===== config.mk =====
export PLATFORM = sky130hd
export DESIGN_NAME = uief_top
export DESIGN_NICKNAME = d
export VERILOG_FILES = /design/src/hdl/uief_pkg.sv /design/src/hdl/uief_sync.sv /design/src/hdl/uief_break_det.sv /design/src/hdl/uief_top.sv
export SDC_FILE = /design/constraint.sdc
export NUM_CORES = 1
export LEC_CHECK = 0
export BUFFER_PORTS_ARGS = -buffer_cell sky130_fd_sc_hd__buf_2
export CAP_MARGIN = 20
export CORE_MARGIN = 10
export CORE_UTILIZATION = 56
export CTS_CLUSTER_SIZE = 28
export DETAILED_ROUTE_END_ITERATION = 10
export PLACE_DENSITY = 0.82
export SYNTH_ARGS = -nofsm -noshare
export SYNTH_HDL_FRONTEND = slang
export SYNTH_SLANG_ARGS = --single-unit

===== constraint.sdc =====
create_clock -name i_clk_sys -period 2.61 [get_ports i_clk_sys]
set_clock_uncertainty 0.15 [all_clocks]
set_input_delay 0.522 -clock i_clk_sys [delete_from_list [all_inputs] [get_ports i_clk_sys]]
set_output_delay 0.522 -clock i_clk_sys [all_outputs]
set_load 0.01 [all_outputs]

===== src/hdl/uief_pkg.sv =====
// package: register map, field positions and carrier types of the uart interrupt block
package uief_pkg;

    // ------------------------------------------------------------------
    // register map
    // ------------------------------------------------------------------
    localparam logic [7:0]  UIEF_OFS_IRQ_ENABLE = 8'h0c;
    localparam logic [7:0]  UIEF_OFS_IRQ_FLAGS  = 8'h10;
    localparam logic [7:0]  UIEF_OFS_CTRL_ONE   = 8'h04;
    localparam logic [7:0]  UIEF_OFS_FIFO_LVL   = 8'h08;
    localparam logic [31:0] UIEF_RST_IRQ_ENABLE = 32'h0000_0000;
    localparam logic [31:0] UIEF_RST_IRQ_FLAGS  = 32'h0000_0000;
    localparam logic [31:0] UIEF_RST_CTRL_ONE   = 32'h0000_0000;

    // ------------------------------------------------------------------
    // field layout
    // ------------------------------------------------------------------
    localparam int UIEF_NUM_SRC        = 10;
    localparam int UIEF_BIT_FRAME      = 0;
    localparam int UIEF_BIT_PARITY     = 1;
    localparam int UIEF_BIT_CTS        = 2;
    localparam int UIEF_BIT_OVERRUN    = 3;
    localparam int UIEF_BIT_RX_LVL     = 4;
    localparam int UIEF_BIT_TX_AE      = 5;
    localparam int UIEF_BIT_TX_LVL     = 6;
    localparam int UIEF_BIT_FIRST_BRK  = 7;
    localparam int UIEF_BIT_RX_TIMEOUT = 8;
    localparam int UIEF_BIT_LAST_BRK   = 9;
    localparam int UIEF_LVL_W          = 6;
    localparam int UIEF_RX_LVL_LSB     = 0;
    localparam int UIEF_TX_LVL_LSB     = 8;
    localparam int UIEF_RX_NUM_LSB     = 8;
    localparam int UIEF_TX_NUM_LSB     = 16;
    localparam logic [5:0] UIEF_FIFO_DEPTH = 6'h20;
    localparam logic [5:0] UIEF_ONE_ENTRY  = 6'h01;

    // ------------------------------------------------------------------
    // carrier types
    // ------------------------------------------------------------------
    // raw events from the receiver, one cycle each
    typedef struct packed {
        logic rx_break_frame;     // a break frame was received
        logic rx_char_done;       // a regular character was received
        logic rx_frame_err;
        logic rx_parity_err;
        logic rx_push;            // a byte is written into the rx fifo
        logic receive_timeout_event;
    } uief_evt_type;

    typedef struct packed {
        logic [5:0] rx_count;
        logic [5:0] tx_count;
    } uief_lvl_type;

endpackage : uief_pkg


===== src/hdl/uief_sync.sv =====
// module: two-stage synchroniser with a change pulse on the resynchronised level
`timescale 1ns/1ps
module uief_sync
    import uief_pkg::*;
(
    input  wire logic i_clk_sys,
    input  wire logic i_rst_b,
    input  wire logic i_async,
    output logic      o_level,
    output logic      o_change
);
    logic meta_reg, meta_next;
    logic sync_reg, sync_next;
    logic last_reg, last_next;

    // ------------------------------------------------------------------
    // next state
    // ------------------------------------------------------------------
    always_comb begin
        meta_next = i_async;
        sync_next = meta_reg;   // only the second stage reads the first
        last_next = sync_reg;
    end

    // the pin idles high, so reset to high to avoid a false change
    always_ff @(posedge i_clk_sys) begin
        if (!i_rst_b) begin
            meta_reg <= 1'b1;
            sync_reg <= 1'b1;
            last_reg <= 1'b1;
        end else begin
            meta_reg <= meta_next;
            sync_reg <= sync_next;
            last_reg <= last_next;
        end
    end

    assign o_level  = sync_reg;
    assign o_change = sync_reg ^ last_reg;
endmodule : uief_sync


===== src/hdl/uief_break_det.sv =====
// module: tracks runs of break frames and marks their first and last frame
`timescale 1ns/1ps
module uief_break_det
    import uief_pkg::*;
(
    input  wire logic i_clk_sys,
    input  wire logic i_rst_b,
    input  wire logic i_break_frame,
    input  wire logic i_char_done,
    output logic      o_first,
    output logic      o_last
);
    typedef enum logic {BRK_IDLE, BRK_RUN} uief_brk_state_type;
    uief_brk_state_type state_reg, state_next;
    logic first_reg, first_next;
    logic last_reg,  last_next;

    // ------------------------------------------------------------------
    // run tracking
    // ------------------------------------------------------------------
    // the last frame of a run is only known once a normal character ends it
    always_comb begin
        state_next = state_reg;
        first_next = 1'b0;
        last_next  = 1'b0;
        case (state_reg)
            BRK_IDLE: begin
                if (i_break_frame) begin
                    state_next = BRK_RUN;
                    first_next = 1'b1;
                end
            end
            BRK_RUN: begin
                if (i_char_done && !i_break_frame) begin
                    state_next = BRK_IDLE;
                    last_next  = 1'b1;
                end
            end
            default: state_next = BRK_IDLE;
        endcase
    end

    always_ff @(posedge i_clk_sys) begin
        if (!i_rst_b) begin
            state_reg <= BRK_IDLE;
            first_reg <= 1'b0;
            last_reg  <= 1'b0;
        end else begin
            state_reg <= state_next;
            first_reg <= first_next;
            last_reg  <= last_next;
        end
    end

    assign o_first = first_reg;
    assign o_last  = last_reg;
endmodule : uief_break_det


===== src/hdl/uief_top.sv =====
// module: apb register slave with interrupt enables, sticky flags and the request output
`timescale 1ns/1ps

// What this block does
// - last-break enable bit 9 gates interrupt
// - enable bit 8 gates receive timeout
// - enable bit 7 gates first-break interrupt
// - bit 6: tx count at or below threshold
// - bit 5: exactly one byte in tx fifo
// - bit 4: rx count at or above threshold
// - bit 3: push into full rx fifo
// - bit 2: any change of clear-to-send
// - bit 1: receive parity error
// - bit 0: receive frame error
// - flag bits 31:10 read zero
// - flag 9 set on last break frame
// - write one clears flag, zero keeps
// - first-break flag set on first break frame
// - almost-empty flag set at one byte left
module uief_top
    import uief_pkg::*;
(
    input  wire logic         i_clk_sys,
    input  wire logic         i_rst_b,
    input  wire logic         i_psel,
    input  wire logic         i_penable,
    input  wire logic         i_pwrite,
    input  wire logic [7:0]   i_paddr,
    input  wire logic [31:0]  i_pwdata,
    output logic      [31:0]  o_prdata,
    output logic              o_pready,
    output logic              o_pslverr,
    input  wire uief_evt_type i_evt,
    input  wire uief_lvl_type i_lvl,
    input  wire logic         i_cts_pin,
    output logic [UIEF_LVL_W-1:0] o_rx_threshold,
    output logic [UIEF_LVL_W-1:0] o_tx_threshold,
    output logic              o_irq
);
    // ------------------------------------------------------------------
    // state
    // ------------------------------------------------------------------
    logic [UIEF_NUM_SRC-1:0] enable_reg, enable_next;
    logic [UIEF_NUM_SRC-1:0] flags_reg,  flags_next;
    logic [31:0]             enable_rsvd_reg, enable_rsvd_next;
    logic [31:0]             ctrl_reg,   ctrl_next;
    logic [31:0]             prdata_reg, prdata_next;
    logic [UIEF_NUM_SRC-1:0] set_vec;
    logic [UIEF_NUM_SRC-1:0] clr_vec;
    logic                    cts_level;
    logic                    cts_change;
    logic                    brk_first;
    logic                    brk_last;
    logic                    access;
    logic                    wr_en;
    logic                    rd_en;
    logic                    rx_full;
    logic [UIEF_LVL_W-1:0]   rx_thr;
    logic [UIEF_LVL_W-1:0]   tx_thr;

    // ------------------------------------------------------------------
    // helpers
    // ------------------------------------------------------------------
    // true for any mapped word address; used by the error path only, the read decode compares addresses itself
    function automatic logic is_mapped(input logic [7:0] addr);
        is_mapped = (addr == UIEF_OFS_IRQ_ENABLE) || (addr == UIEF_OFS_IRQ_FLAGS) ||
                    (addr == UIEF_OFS_CTRL_ONE)   || (addr == UIEF_OFS_FIFO_LVL);
    endfunction : is_mapped

    // ------------------------------------------------------------------
    // clear-to-send input and break run tracking
    // ------------------------------------------------------------------
    uief_sync u_cts_sync (
        .i_clk_sys (i_clk_sys),
        .i_rst_b   (i_rst_b),
        .i_async   (i_cts_pin),
        .o_level   (cts_level),
        .o_change  (cts_change)
    );

    uief_break_det u_break_det (
        .i_clk_sys     (i_clk_sys),
        .i_rst_b       (i_rst_b),
        .i_break_frame (i_evt.rx_break_frame),
        .i_char_done   (i_evt.rx_char_done),
        .o_first       (brk_first),
        .o_last        (brk_last)
    );

    // ------------------------------------------------------------------
    // apb access decode
    // ------------------------------------------------------------------
    // zero wait states: every access completes in its first access cycle
    assign access    = i_psel && i_penable;
    assign wr_en     = access && i_pwrite;
    assign rd_en     = i_psel && !i_penable && !i_pwrite;
    assign o_pready  = 1'b1;
    assign o_pslverr = access && !is_mapped(i_paddr);
    assign o_prdata  = prdata_reg;

    // threshold fields; values above 32 are software's fault, used as given
    assign rx_thr = ctrl_reg[UIEF_RX_LVL_LSB +: UIEF_LVL_W];
    assign tx_thr = ctrl_reg[UIEF_TX_LVL_LSB +: UIEF_LVL_W];
    assign o_rx_threshold = rx_thr;
    assign o_tx_threshold = tx_thr;
    assign rx_full = (i_lvl.rx_count >= UIEF_FIFO_DEPTH);

    // ------------------------------------------------------------------
    // event sources
    // ------------------------------------------------------------------
    // level sources re-set the flag each cycle the condition holds, so a
    // clear only sticks once software has moved the fifo level
    always_comb begin
        set_vec = '0;
        set_vec[UIEF_BIT_FRAME]      = i_evt.rx_frame_err;
        set_vec[UIEF_BIT_PARITY]     = i_evt.rx_parity_err;
        set_vec[UIEF_BIT_CTS]        = cts_change;
        set_vec[UIEF_BIT_OVERRUN]    = i_evt.rx_push && rx_full;
        set_vec[UIEF_BIT_RX_LVL]     = (i_lvl.rx_count >= rx_thr);
        set_vec[UIEF_BIT_TX_AE]      = (i_lvl.tx_count == UIEF_ONE_ENTRY);
        set_vec[UIEF_BIT_TX_LVL]     = (i_lvl.tx_count <= tx_thr);
        set_vec[UIEF_BIT_FIRST_BRK]  = brk_first;
        set_vec[UIEF_BIT_RX_TIMEOUT] = i_evt.receive_timeout_event;
        set_vec[UIEF_BIT_LAST_BRK]   = brk_last;
    end

    // ------------------------------------------------------------------
    // register next values
    // ------------------------------------------------------------------
    always_comb begin
        enable_next      = enable_reg;
        enable_rsvd_next = enable_rsvd_reg;
        ctrl_next        = ctrl_reg;
        clr_vec          = '0;
        prdata_next      = prdata_reg;
        if (wr_en) begin
            if (i_paddr == UIEF_OFS_IRQ_ENABLE) begin
                enable_next      = i_pwdata[UIEF_NUM_SRC-1:0];
                // upper bits are plain storage; software is to write them back
                enable_rsvd_next = {i_pwdata[31:UIEF_NUM_SRC], {UIEF_NUM_SRC{1'b0}}};
            end else if (i_paddr == UIEF_OFS_IRQ_FLAGS) begin
                clr_vec = i_pwdata[UIEF_NUM_SRC-1:0];
            end else if (i_paddr == UIEF_OFS_CTRL_ONE) begin
                ctrl_next = i_pwdata;
            end
        end
        // capture read data in the setup cycle so it stands through access
        if (rd_en) begin
            if (i_paddr == UIEF_OFS_IRQ_ENABLE) begin
                prdata_next = enable_rsvd_reg | {22'h0, enable_reg};
            end else if (i_paddr == UIEF_OFS_IRQ_FLAGS) begin
                prdata_next = {22'h0, flags_reg};
            end else if (i_paddr == UIEF_OFS_CTRL_ONE) begin
                prdata_next = ctrl_reg;
            end else if (i_paddr == UIEF_OFS_FIFO_LVL) begin
                // cts at bit 24, tx count at 21:16, rx count at 13:8
                prdata_next = {7'h0, cts_level, 2'h0, i_lvl.tx_count,
                               2'h0, i_lvl.rx_count, 8'h00};
            end else begin
                prdata_next = 32'h0000_0000;
            end
        end
        // set wins over a clear in the same cycle
        flags_next = (flags_reg & ~clr_vec) | set_vec;
    end

    always_ff @(posedge i_clk_sys) begin
        if (!i_rst_b) begin
            enable_reg      <= UIEF_RST_IRQ_ENABLE[UIEF_NUM_SRC-1:0];
            enable_rsvd_reg <= UIEF_RST_IRQ_ENABLE;
            flags_reg       <= UIEF_RST_IRQ_FLAGS[UIEF_NUM_SRC-1:0];
            ctrl_reg        <= UIEF_RST_CTRL_ONE;
            prdata_reg      <= 32'h0000_0000;
        end else begin
            enable_reg      <= enable_next;
            enable_rsvd_reg <= enable_rsvd_next;
            flags_reg       <= flags_next;
            ctrl_reg        <= ctrl_next;
            prdata_reg      <= prdata_next;
        end
    end

    // ------------------------------------------------------------------
    // interrupt request
    // ------------------------------------------------------------------
    // each flag only reaches the output through its own enable bit
    assign o_irq = |(flags_reg & enable_reg);

endmodule : uief_top


After elaboration in Yosys (flattened, before gate mapping). Cells that the tools add are included.

Bits in registers: 112. Input port bits: 64. Output and inout port bits: 47. Logic and storage cells: 59.

Magnitude comparators: 3. Eq/ne operators: 5. Multiplexer cells: 11. Bitwise gates (word level): 10. Reduce and logical (&&, ||, !) cells: 19.

Operator list (number): $mux W32 (3); $or A32 B10 Y32 (1); $mux W10 (3); $mux W25 (1); $and A10 B10 Y10 (2); $eq A8 B4 Y1 const B (2); $not A10 Y10 (1); $or A10 B10 Y10 (1); $reduce_or A10 Y1 (1); $eq A8 B3 Y1 const B (1); $eq A8 B5 Y1 const B (1); $logic_and A1 B1 Y1 (7); $eq A6 B1 Y1 const B (1); $ge A6 B6 Y1 (1); $ge A6 B6 Y1 const B (1); $le A6 B6 Y1 (1); $logic_not A1 Y1 (4); $not A1 Y1 (4); $reduce_and A2 Y1 (2); $reduce_and A4 Y1 (1); $logic_or A1 B1 Y1 (3); $mux W1 (3); $pmux W1 S2 (1); $reduce_or A2 Y1 (1); $xor A1 B1 Y1 (1).

Longest topological paths before layout. Gate-level depths: netlist of the first run.

Word-level depth: 7. Depth in mapped cells: 8. Mapped depth without buffers: 6.

By module. Synthesis of the first run repeated with hierarchy kept, for this count alone.

Cell total of the unflattened synthesis: 632. Area total of the unflattened synthesis: 5300.1 um2.

By module, submodules not included: uief_top (times used 1, cells each 617, area each 5119.9 um2, sequential area each 2122.0 um2); uief_break_det (times used 1, cells each 8, area each 92.6 um2, sequential area each 60.1 um2); uief_sync (times used 1, cells each 7, area each 87.6 um2, sequential area each 60.1 um2).

Worst setup path before layout of the first run. OpenSTA, ideal clock, no wires.

Kind: input to output. From: in i_paddr[3]. To: out o_pslverr. Data arrival time: 1.591 ns. Data required time: 1.938 ns. Setup slack: 0.347 ns. Stages on the path: 5. Path buffers: 2. Cells stage by stage: buf_4 > buf_1 > nor2_1 > xnor2_1 > a31oi_1.

Word-level cells in the longest chain between the ends: 6. Elaborated cells on any way between the ends: 9. Classes of those cells: eq/ne: 4; reduce/logical: 5.

RTL lines: from (decl) (line uief_top.sv:28) `input wire logic [7:0] i_paddr,`; $eq A8 B4 Y1 / $eq A8 B5 Y1 (equally long branches) (line uief_top.sv:66) `is_mapped = (addr == UIEF_OFS_IRQ_ENABLE) || (addr == UIEF_OFS_IRQ_FLAGS) ||`; $logic_or A1 B1 Y1 (2 in a row) (line uief_top.sv:66); $logic_or A1 B1 Y1 (*) (line uief_top.sv:67) `(addr == UIEF_OFS_CTRL_ONE) || (addr == UIEF_OFS_FIFO_LVL);`; $logic_not A1 Y1 (*) (line uief_top.sv:98) `assign o_pslverr = access && !is_mapped(i_paddr);`; $logic_and A1 B1 Y1 (*) (line uief_top.sv:98); to (decl) (line uief_top.sv:32) `output logic o_pslverr,`.

Every way passes the cells marked *; elsewhere a longest branch is shown, timed or not.

Worst setup path in the final report of the first run.
From: reg flags_reg[9]. To: out o_irq.

Word-level cells in the longest chain between the ends: 2.

RTL lines: from (decl) (line uief_top.sv:44) `logic [UIEF_NUM_SRC-1:0] flags_reg, flags_next;`; from (signal assigned) (line uief_top.sv:171) `flags_reg <= UIEF_RST_IRQ_FLAGS[UIEF_NUM_SRC-1:0];`; from (signal assigned) (line uief_top.sv:177) `flags_reg <= flags_next;`; $and A10 B10 Y10 (line uief_top.sv:187) `assign o_irq = |(flags_reg & enable_reg);`; $reduce_or A10 Y1 (line uief_top.sv:187); to (decl) (line uief_top.sv:38) `output logic o_irq`.

No other way between the ends.

==> results of run 1 <==
[cell type report]
type	count	area, µm²
antenna	1	2.50
clock buffer	10	138
clock inverter	6	90.1
fill	748	3250
inverter	20	75.1
multi-input combinational	388	2540
sequential	112	2240
tap	111	139
timing repair buffer	125	678
[per-layer routing]
layer	vias up	GRT usage	wire length, µm
met5	-	0	0
met4	0	0.0834	277
met3	21	0.0385	983
met2	160	0.344	6740
met1	2071	0.244	5700
li1	2112	-	-
[worst max-delay path: cells and delay by family (launching register included)]
| kind | cells | cell delay, ns |
|---|---|---|
| AOI/OAI and AO/OA | 2 | 0.48 |
| buffers and inverters | 1 | 0.17 |
| DFF | 1 | 0.35 |
| and+or+nand+nor | 1 | 0.16 |
[worst max path at each step]
stage | start | to | slack [ns]
after floorplan | i_paddr[3] | o_pslverr | 0.35
after detailed placement | i_paddr[0] | o_prdata[15] | 0.27
after global routing | i_paddr[0] | o_pslverr | 0.36
after CTS | flags_reg[9] | o_irq | 0.41
after global placement | i_paddr[0] | o_prdata[30] | 0.35
final | flags_reg[9] | o_irq | 0.42
[power breakdown]
| group | internal (mW) | leakage (nW) | switching (mW) |
|---|---|---|---|
| Clock | 0.573 | 0.113 | 0.588 |
| Sequential | 1.72 | 0.905 | 0.0126 |
| Combinational | 0.105 | 1.30 | 0.130 |
[metrics by stage]
| step | std cells | hold slack (ns) | area [µm²] | util | power, mW |
|---|---|---|---|---|---|
| global route | 773 | 0.185 | 5910 | 0.645 | 3.24 |
| finish | 773 | 0.196 | 5910 | 0.645 | 3.13 |
| CTS | 772 | 0.181 | 5900 | 0.645 | 3.15 |
| detailed placement | 756 | 0.246 | 5680 | 0.620 | 2.00 |
| global placement | 756 | 0.241 | 5680 | 0.620 | 2.00 |
| floorplan | 573 | 0.236 | 5200 | - | 1.90 |
[cells by family after synthesis]
family / Yosys count / share of synthesized area
simple gates: 195 / 0.189
mux: 54 / 0.107
buf+inv: 73 / 0.0803
compound gates: 124 / 0.160
flops: 112 / 0.431
xor+xnor: 2 / 0.00337
fa+ha+maj: 12 / 0.0289
other cells: 1 / 0.000721
[layout by cell type, fill, tap and decap left out, drive strengths merged, types with 2 or more instances in the layout]
cell / count
a22oi: 14
and3: 2
nor2b: 37
inv: 22
o21ai: 38
nand2: 107
a21boi: 34
nand2b: 3
a21o: 3
nor2: 4
ha: 12
and4: 3
o31ai: 2
mux2: 11
dfxtp: 112
a21oi: 8
o21a: 3
bufinv: 2
nand3: 2
mux2i: 43
buf: 125
nor3b: 3
a31oi: 7
o211ai: 2
nand4: 5
a222oi: 8
and2: 23
clkbuf: 10
a31o: 2
==> out/metrics.cfg, run 1 <==
[status]
result_of_the_run=completed

[clocking]
htree_levels=3
clk_root_buffer_cell=sky130_fd_sc_hd__clkbuf_8
clk_latency_ns=0.37
numCtsBuffers=9
cts_sinks=112
post_cts_resized=0
cts.clk_slew.worst_paths_ns=0.10
cts_setup_buffers=0
tritoncts=yes
cts_hold_buffers=0
clock_tree.buffer_depth=2

[synthesis]
post-synth-top-count-cell=sky130_fd_sc_hd__dfxtp_1
async_flop_share=0
netlist_top_cells_count=sky130_fd_sc_hd__dfxtp_1, sky130_fd_sc_hd__nand2_1, sky130_fd_sc_hd__mux2i_1
synthesis.yosys.warnings=0
synth_seq_cells=112
synth_top_cells_by_area=sky130_fd_sc_hd__dfxtp_1, sky130_fd_sc_hd__mux2i_1, sky130_fd_sc_hd__nand2_1
synth_edf_count=0
total_nets_after_synthesis=649
synth.cell_area_um2=5200
synth.top_cell.area_share=0.431
yosysTopAreaCell=sky130_fd_sc_hd__dfxtp_1
postSynth.topFlopCell=sky130_fd_sc_hd__dfxtp_1
synth-seq-area-share=0.431
syn_avg_cell_area_um2=9.08
synth_cell_type_count=49
synth_cells=573

[pwr]
ir_worst_vdd_mv=0.331
cellLeakagePower_nw=2.32
total_power_per_unit_cell_area_nw_per_um2=530

[timing]
worst_rel_slew_slack=0.429
timing.final.setup_violations=0
setup_tns_ns=0
final.min_clock_period_ns=2.19
worst_slew_pin_slew_ns=0.854
final_critical_path_share_of_the_clock_period=0.840
report.final.hold_viol_count=0
final.setup.worst_slack_ns=0.416
report.final.slew_viol_count=0
unrepaired_setup_endpoints_after_global_routing=false
max_freq_ghz=0.456

[die]
fp.dieArea_um2=13500
die-width_um=116
initial_core_util=0.568
core.rowCount=35
placeableCoreArea_um2=9150
die_height_um=116
top_level_ports=111

[detailed_routing]
number_of_design_rule_violations_left_by_the_first_detailed_router_iteration=365
wire_per_inst_um=17.7
antenna_left=0
detailroute.via_count=4364
detail_route.wirelength_mm=13.7
drt_drc_violations_left=0
drtPass1Iterations=5
drt-vias-per-instance=5.65

[critical_path]
timing.rr.end=flags_reg[4]
crit_path_capture_type=primary output
worstSetupPathType=reg -> out
setup.reg_to_reg.worst_slack_ns=0.99
startpoint_of_the_worst_slack_reg_to_reg_timing_path=ctrl_reg[2]
cp_data_arrival_time_ns=1.52
cpMaxStageDelayCell=sky130_fd_sc_hd__dfxtp_1
peak_fanout_along_the_critical_path=3
timing.critical_path.required_ns=1.94
path_cells=a22o_1, a221oi_1, nand4_1, buf_2
worst_path_max_stage_delay_ns=0.35
r2r_cells=6
critPathLaunchType=flop

[global_route]
antenna_found_initial=1
grt_start_max_net_pins=34
global_route.usage.total=0.202
first_pass_grt_wire_length_mm=21.9
first_global_vias=4434
grt_overflow=0

[cells_and_area]
layout-drive-gt1-share=0.242
area_growth_syn_to_layout_pct=13.6
num-nets-final=732

[hold_path]
min-delay-start=i_cts_pin
hold_path.class=in -> reg
min_delay_path_depth=2
timing.hold.worst_endpoint=u_cts_sync.meta_reg

[placement]
detailed_place_hpwl_mm=10.0
globalplace.congestion=0.882
portBuffers=109
place_worst_setup_slack_ns=0.271

[job]
maxCapViolations=0

Note: power is estimated with default switching activity, not from simulation.
==> inputs of run 2 (changes only) <==
- ABC_AREA: not set -> 1
- CORE_UTILIZATION: 56 -> 54
- PLACE_DENSITY: 0.82 -> 0.8
- clock period: 2.61 -> 2.2 ns (I/O delays scaled with it)
==> run 2 against run 1 <==
Effect of this change: global-route usage rose by 0.89 points; via count grew 11%; critical path depth is 5 higher; sequential power increased by 21%; routed wire length grew 4.7%.
==> out/metrics.cfg, run 2 <==
[global_route]
first_pass_grt_wire_length_mm=22.9
antenna_found_initial=0
grt_start_max_net_pins=57
global_route.usage.total=0.211
first_global_vias=4768
grt_overflow=0

[synthesis]
synth.cell_area_um2=4960
total_nets_after_synthesis=739
synth.top_cell.area_share=0.452
synth_top_cells_by_area=sky130_fd_sc_hd__dfxtp_1, sky130_fd_sc_hd__o21ai_0, sky130_fd_sc_hd__nand2_1
synth_cells=663
synth-seq-area-share=0.452
post-synth-top-count-cell=sky130_fd_sc_hd__dfxtp_1
netlist_top_cells_count=sky130_fd_sc_hd__dfxtp_1, sky130_fd_sc_hd__nand2_1, sky130_fd_sc_hd__nor2_1
synthesis.yosys.warnings=0
synth_cell_type_count=34
postSynth.topFlopCell=sky130_fd_sc_hd__dfxtp_1
synth_edf_count=0
yosysTopAreaCell=sky130_fd_sc_hd__dfxtp_1
syn_avg_cell_area_um2=7.48
synth_seq_cells=112
async_flop_share=0

[detailed_routing]
drtPass1Iterations=5
drt_drc_violations_left=0
antenna_left=0
number_of_design_rule_violations_left_by_the_first_detailed_router_iteration=395
wire_per_inst_um=16.7
detail_route.wirelength_mm=14.3
drt-vias-per-instance=5.62
detailroute.via_count=4842

[die]
initial_core_util=0.561
top_level_ports=111
placeableCoreArea_um2=8850
fp.dieArea_um2=13400
core.rowCount=34
die_height_um=116
die-width_um=116

[pwr]
ir_worst_vdd_mv=0.347
cellLeakagePower_nw=2.63
power_mw=3.81
seq_power_share=0.551
total_power_per_unit_cell_area_nw_per_um2=660
power_switching_share=0.227
share_comb_of_total_power=0.086
int_pwr_mw=2.94
power.share.clock=0.364
power.switching_mw=0.865

[critical_path]
crit_path_capture_type=primary output
peak_fanout_along_the_critical_path=5
cp_data_arrival_time_ns=1.53
worstSetupPathType=in -> out
timing.critical_path.required_ns=1.61
critPathLaunchType=input port

[timing]
final.setup.worst_slack_ns=0.0820
worst_rel_slew_slack=0.482
max_freq_ghz=0.472
timing.final.setup_violations=0
final.min_clock_period_ns=2.12
report.final.slew_viol_count=0
worst_slew_pin_slew_ns=0.776
hold_slack_ns=0.110
report.final.hold_viol_count=0
final_critical_path_share_of_the_clock_period=0.963

[clocking]
tritoncts=yes
clock_tree.buffer_depth=2
cts.clk_slew.worst_paths_ns=0.10
clk_root_buffer_cell=sky130_fd_sc_hd__clkbuf_8
clk_latency_ns=0.36
htree_levels=3
numCtsBuffers=9
cts_sinks=112

[cells_and_area]
layout-drive-gt1-share=0.210
layoutNonFillerInstCount=861
most-common-layout-cells=sky130_fd_sc_hd__dfxtp_1, sky130_fd_sc_hd__buf_2, sky130_fd_sc_hd__nand2_1, sky130_fd_sc_hd__nor2_1, sky130_fd_sc_hd__o21ai_0
num-nets-final=826
mostFrequentLayoutCell=sky130_fd_sc_hd__dfxtp_1
final_core_utilization=0.651
area_growth_syn_to_layout_pct=16.2
antenna-diode-count=0

[hold_path]
hold_path.class=in -> reg

[placement]
dp.cells=847
detailed_place_hpwl_mm=10.6
portBuffers=109
globalplace.congestion=0.875
place_worst_setup_slack_ns=-0.109

[job]
maxCapViolations=0

[status]
result_of_the_run=completed

[run 2: metal layers]
metal / vias to the layer above / wire [µm] / global-route usage / part of all wire
met3: 31 / 1250 / 0.0579 / 0.087
met1: 2222 / 5910 / 0.256 / 0.41
met2: 228 / 6850 / 0.353 / 0.48
met5: - / 0 / 0 / 0
li1: 2361 / - / - / -
met4: 0 / 337 / 0.0734 / 0.023
[run 2: layout make-up]
cell class / count / area, µm²
sequential: 112 / 2240
multi-input combinational: 437 / 2200
tap: 108 / 135
clock inverter: 4 / 95.1
fill: 767 / 3080
inverter: 62 / 234
clock buffer: 10 / 128
timing repair buffer: 128 / 726
[run 2: cell families (layout without fill, tap and decap cells)]
group,Yosys count,count (layout),share of synthesized area
flops,112,112,0.452
compound gates,192,192,0.208
xor+xnor,1,1,0.00177
buf+inv,114,204,0.107
fa+ha+maj,12,12,0.0303
simple gates,231,231,0.201
other cells,1,1,0.000756
[run 2: final timing paths]
check / startpoint / endpoint / slack [ns] / depth (start not counted)
hold reg to reg: u_cts_sync.meta_reg / u_cts_sync.o_level / 0.27 / 1
setup / recovery: i_paddr[5] / o_pslverr / 0.08 / 9
hold / removal: i_cts_pin / u_cts_sync.meta_reg / 0.11 / 2
setup reg to reg: ctrl_reg[13] / flags_reg[6] / 0.48 / 7
[run 2: repair_timing]
item | in CTS | in global routing
buffers inserted | 0 | 0
hold buffers | 0 | 0
resized for setup | 1 | 1
endpoints found under the setup margin | 1 | 1
[run 2: stage by stage]
stage          setup TNS [ns]  area [µm²]
2_1_floorplan               0        4960
3_3_place_gp           -0.101        5530
3_5_place_dp           -0.109        5530
4_1_cts                     0        5760
5_1_grt               -0.0208        5760
6_report                    0        5760
[run 2: power groups by stage]
stage	logic [mW]	clock network, mW	registers [mW]
5_1_grt	0.360	1.48	2.10
4_1_cts	0.322	1.40	2.09
6_report	0.325	1.38	2.10
3_3_place_gp	0.309	0	2.14
2_1_floorplan	0.151	0	2.15
3_5_place_dp	0.320	0	2.14
[run 2: worst max-delay path, stage by stage]
cell and delay (ns):
sky130_fd_sc_hd__buf_2 0.10, sky130_fd_sc_hd__nor2_1 0.06, sky130_fd_sc_hd__nand2_2 0.12, sky130_fd_sc_hd__inv_2 0.09, sky130_fd_sc_hd__nand2_4 0.06, sky130_fd_sc_hd__nand3_1 0.13, sky130_fd_sc_hd__nor4_4 0.23, sky130_fd_sc_hd__buf_4 0.17
sky130_fd_sc_hd__buf_2 0.12
==> inputs of run 3 (changes only) <==
- ABC_AREA: 1 -> 0
- CORE_UTILIZATION: 54 -> 55
==> run 3 against run 2 <==
Effect of this change: routed wire length fell by 2.2%; register-to-register slack improved by 0.04 ns; global-route usage fell by 0.58 points; hold slack barely moved; count of clock-buffer cells in the layout fell by 1; sequential cell count did not move; critical path depth fell by 5; clock power fell by 12%; die area rose by 2.4%; cell count fell by 7.2%; via count fell by 9.0%.
==> out/metrics.cfg, run 3 (synthesized netlist as in run 1, its figures left out) <==
[hold_path]
timing.hold.worst_endpoint=u_cts_sync.meta_reg
hold_path.class=in -> reg
min-delay-start=i_cts_pin
min_delay_path_depth=2

[global_route]
first_global_vias=4615
grt_use_met1=0.237
grt.met3_usage=0.0566
grt_start_max_net_pins=48
most_utilized_layer_in_the_global_route_result=met2
grt.met2_usage=0.350
antenna_found_initial=2
global_route.usage.total=0.205
first_pass_grt_wire_length_mm=22.3
grt_overflow=0

[cells_and_area]
most-common-layout-cells=sky130_fd_sc_hd__dfxtp_1, sky130_fd_sc_hd__buf_2, sky130_fd_sc_hd__nand2_1, sky130_fd_sc_hd__mux2i_1, sky130_fd_sc_hd__o21ai_0
layout.cell_area.non_filler_um2=5960
layoutNonFillerInstCount=799
final_core_utilization=0.645
area_growth_syn_to_layout_pct=14.7
mostFrequentLayoutCell=sky130_fd_sc_hd__dfxtp_1
layout-drive-gt1-share=0.250
num-nets-final=738

[placement]
dp.cells=780
place_worst_setup_slack_ns=0.111
portBuffers=109
globalplace.congestion=0.927
detailed_place_hpwl_mm=10.3
placed_cell_area_um2=5760

[die]
initial_core_util=0.563
placeableCoreArea_um2=9240
top_level_ports=111
die_height_um=117
core.rowCount=35
fp.dieArea_um2=13700
die-width_um=117

[critical_path]
critPathLaunchType=flop
setup.reg_to_reg.worst_slack_ns=0.52
crit_path_capture_type=primary output
peak_fanout_along_the_critical_path=3
timing.critical_path.required_ns=1.61
cp_data_arrival_time_ns=1.46
startpoint_of_the_worst_slack_reg_to_reg_timing_path=ctrl_reg[2]
r2r_cells=6
worstSetupPathType=reg -> out
timing.rr.end=flags_reg[4]

[clocking]
clk_root_buffer_cell=sky130_fd_sc_hd__clkbuf_8
numCtsBuffers=9
clk_latency_ns=0.38
tritoncts=yes
clock_tree.buffer_depth=2
cts_sinks=112
htree_levels=3
cts.clk_slew.worst_paths_ns=0.11
cts_setup_buffers=0

[detailed_routing]
drt_drc_violations_left=0
detailroute.via_count=4404
number_of_design_rule_violations_left_by_the_first_detailed_router_iteration=256
detail_route.wirelength_mm=14.0
drt-vias-per-instance=5.51
antenna_left=0
wire_per_inst_um=17.6
drtPass1Iterations=5

[job]
maxCapViolations=0

[timing]
final.min_clock_period_ns=2.05
final_critical_path_share_of_the_clock_period=0.930
final.setup.worst_slack_ns=0.154
unrepaired_setup_endpoints_after_global_routing=false
report.final.hold_viol_count=0
max_freq_ghz=0.489
hold_slack_ns=0.110
setup_tns_ns=0
timing.final.setup_violations=0
report.final.slew_viol_count=0

[pwr]
ir_worst_vdd_mv=0.387
cellLeakagePower_nw=2.34
power_mw=3.56
total_power_per_unit_cell_area_nw_per_um2=596

[status]
result_of_the_run=completed

[run 3: critical path, cell delays in order (launching register included)]
cell and delay [ns]:
sky130_fd_sc_hd__dfxtp_1 0.34, sky130_fd_sc_hd__a22o_1 0.25, sky130_fd_sc_hd__a221oi_2 0.20, sky130_fd_sc_hd__nand4_1 0.13, sky130_fd_sc_hd__buf_2 0.16
[run 3: routing by layer]
metal  wire length [µm]  share of wire
met5                  0              0
met3               1010          0.072
met1               5830           0.42
met2               6880           0.49
met4                312          0.022
[run 3: area by class of cell]
| type | instances | area (µm²) |
|---|---|---|
| inverter | 20 | 75.1 |
| tap | 129 | 161 |
| sequential | 112 | 2240 |
| multi-input combinational | 388 | 2550 |
| timing repair buffer | 131 | 736 |
| antenna | 3 | 7.51 |
| clock inverter | 7 | 70.1 |
| fill | 782 | 3280 |
| clock buffer | 9 | 124 |
[run 3: report_power, final]
group	switching, mW	internal [mW]
Clock	0.768	0.447
Combinational	0.155	0.127
Sequential	0.0152	2.04
Total	0.938	2.62
[run 3: worst max path at each step]
stage	start	slack [ns]	endpoint	depth (start not counted)
global route	flags_reg[9]	0.07	o_irq	4
detailed placement	i_paddr[2]	0.11	ctrl_reg[16]	6
global placement	i_paddr[2]	0.18	ctrl_reg[18]	6
CTS	flags_reg[9]	0.08	o_irq	4
floorplan	i_paddr[3]	0.10	o_pslverr	5
finish	flags_reg[9]	0.15	o_irq	4
[run 3: what timing repair did]
action	CTS	global route
hold buffers	0	0
setup endpoints to repair	0	1
resized for setup	0	1
hold endpoints to repair	0	0
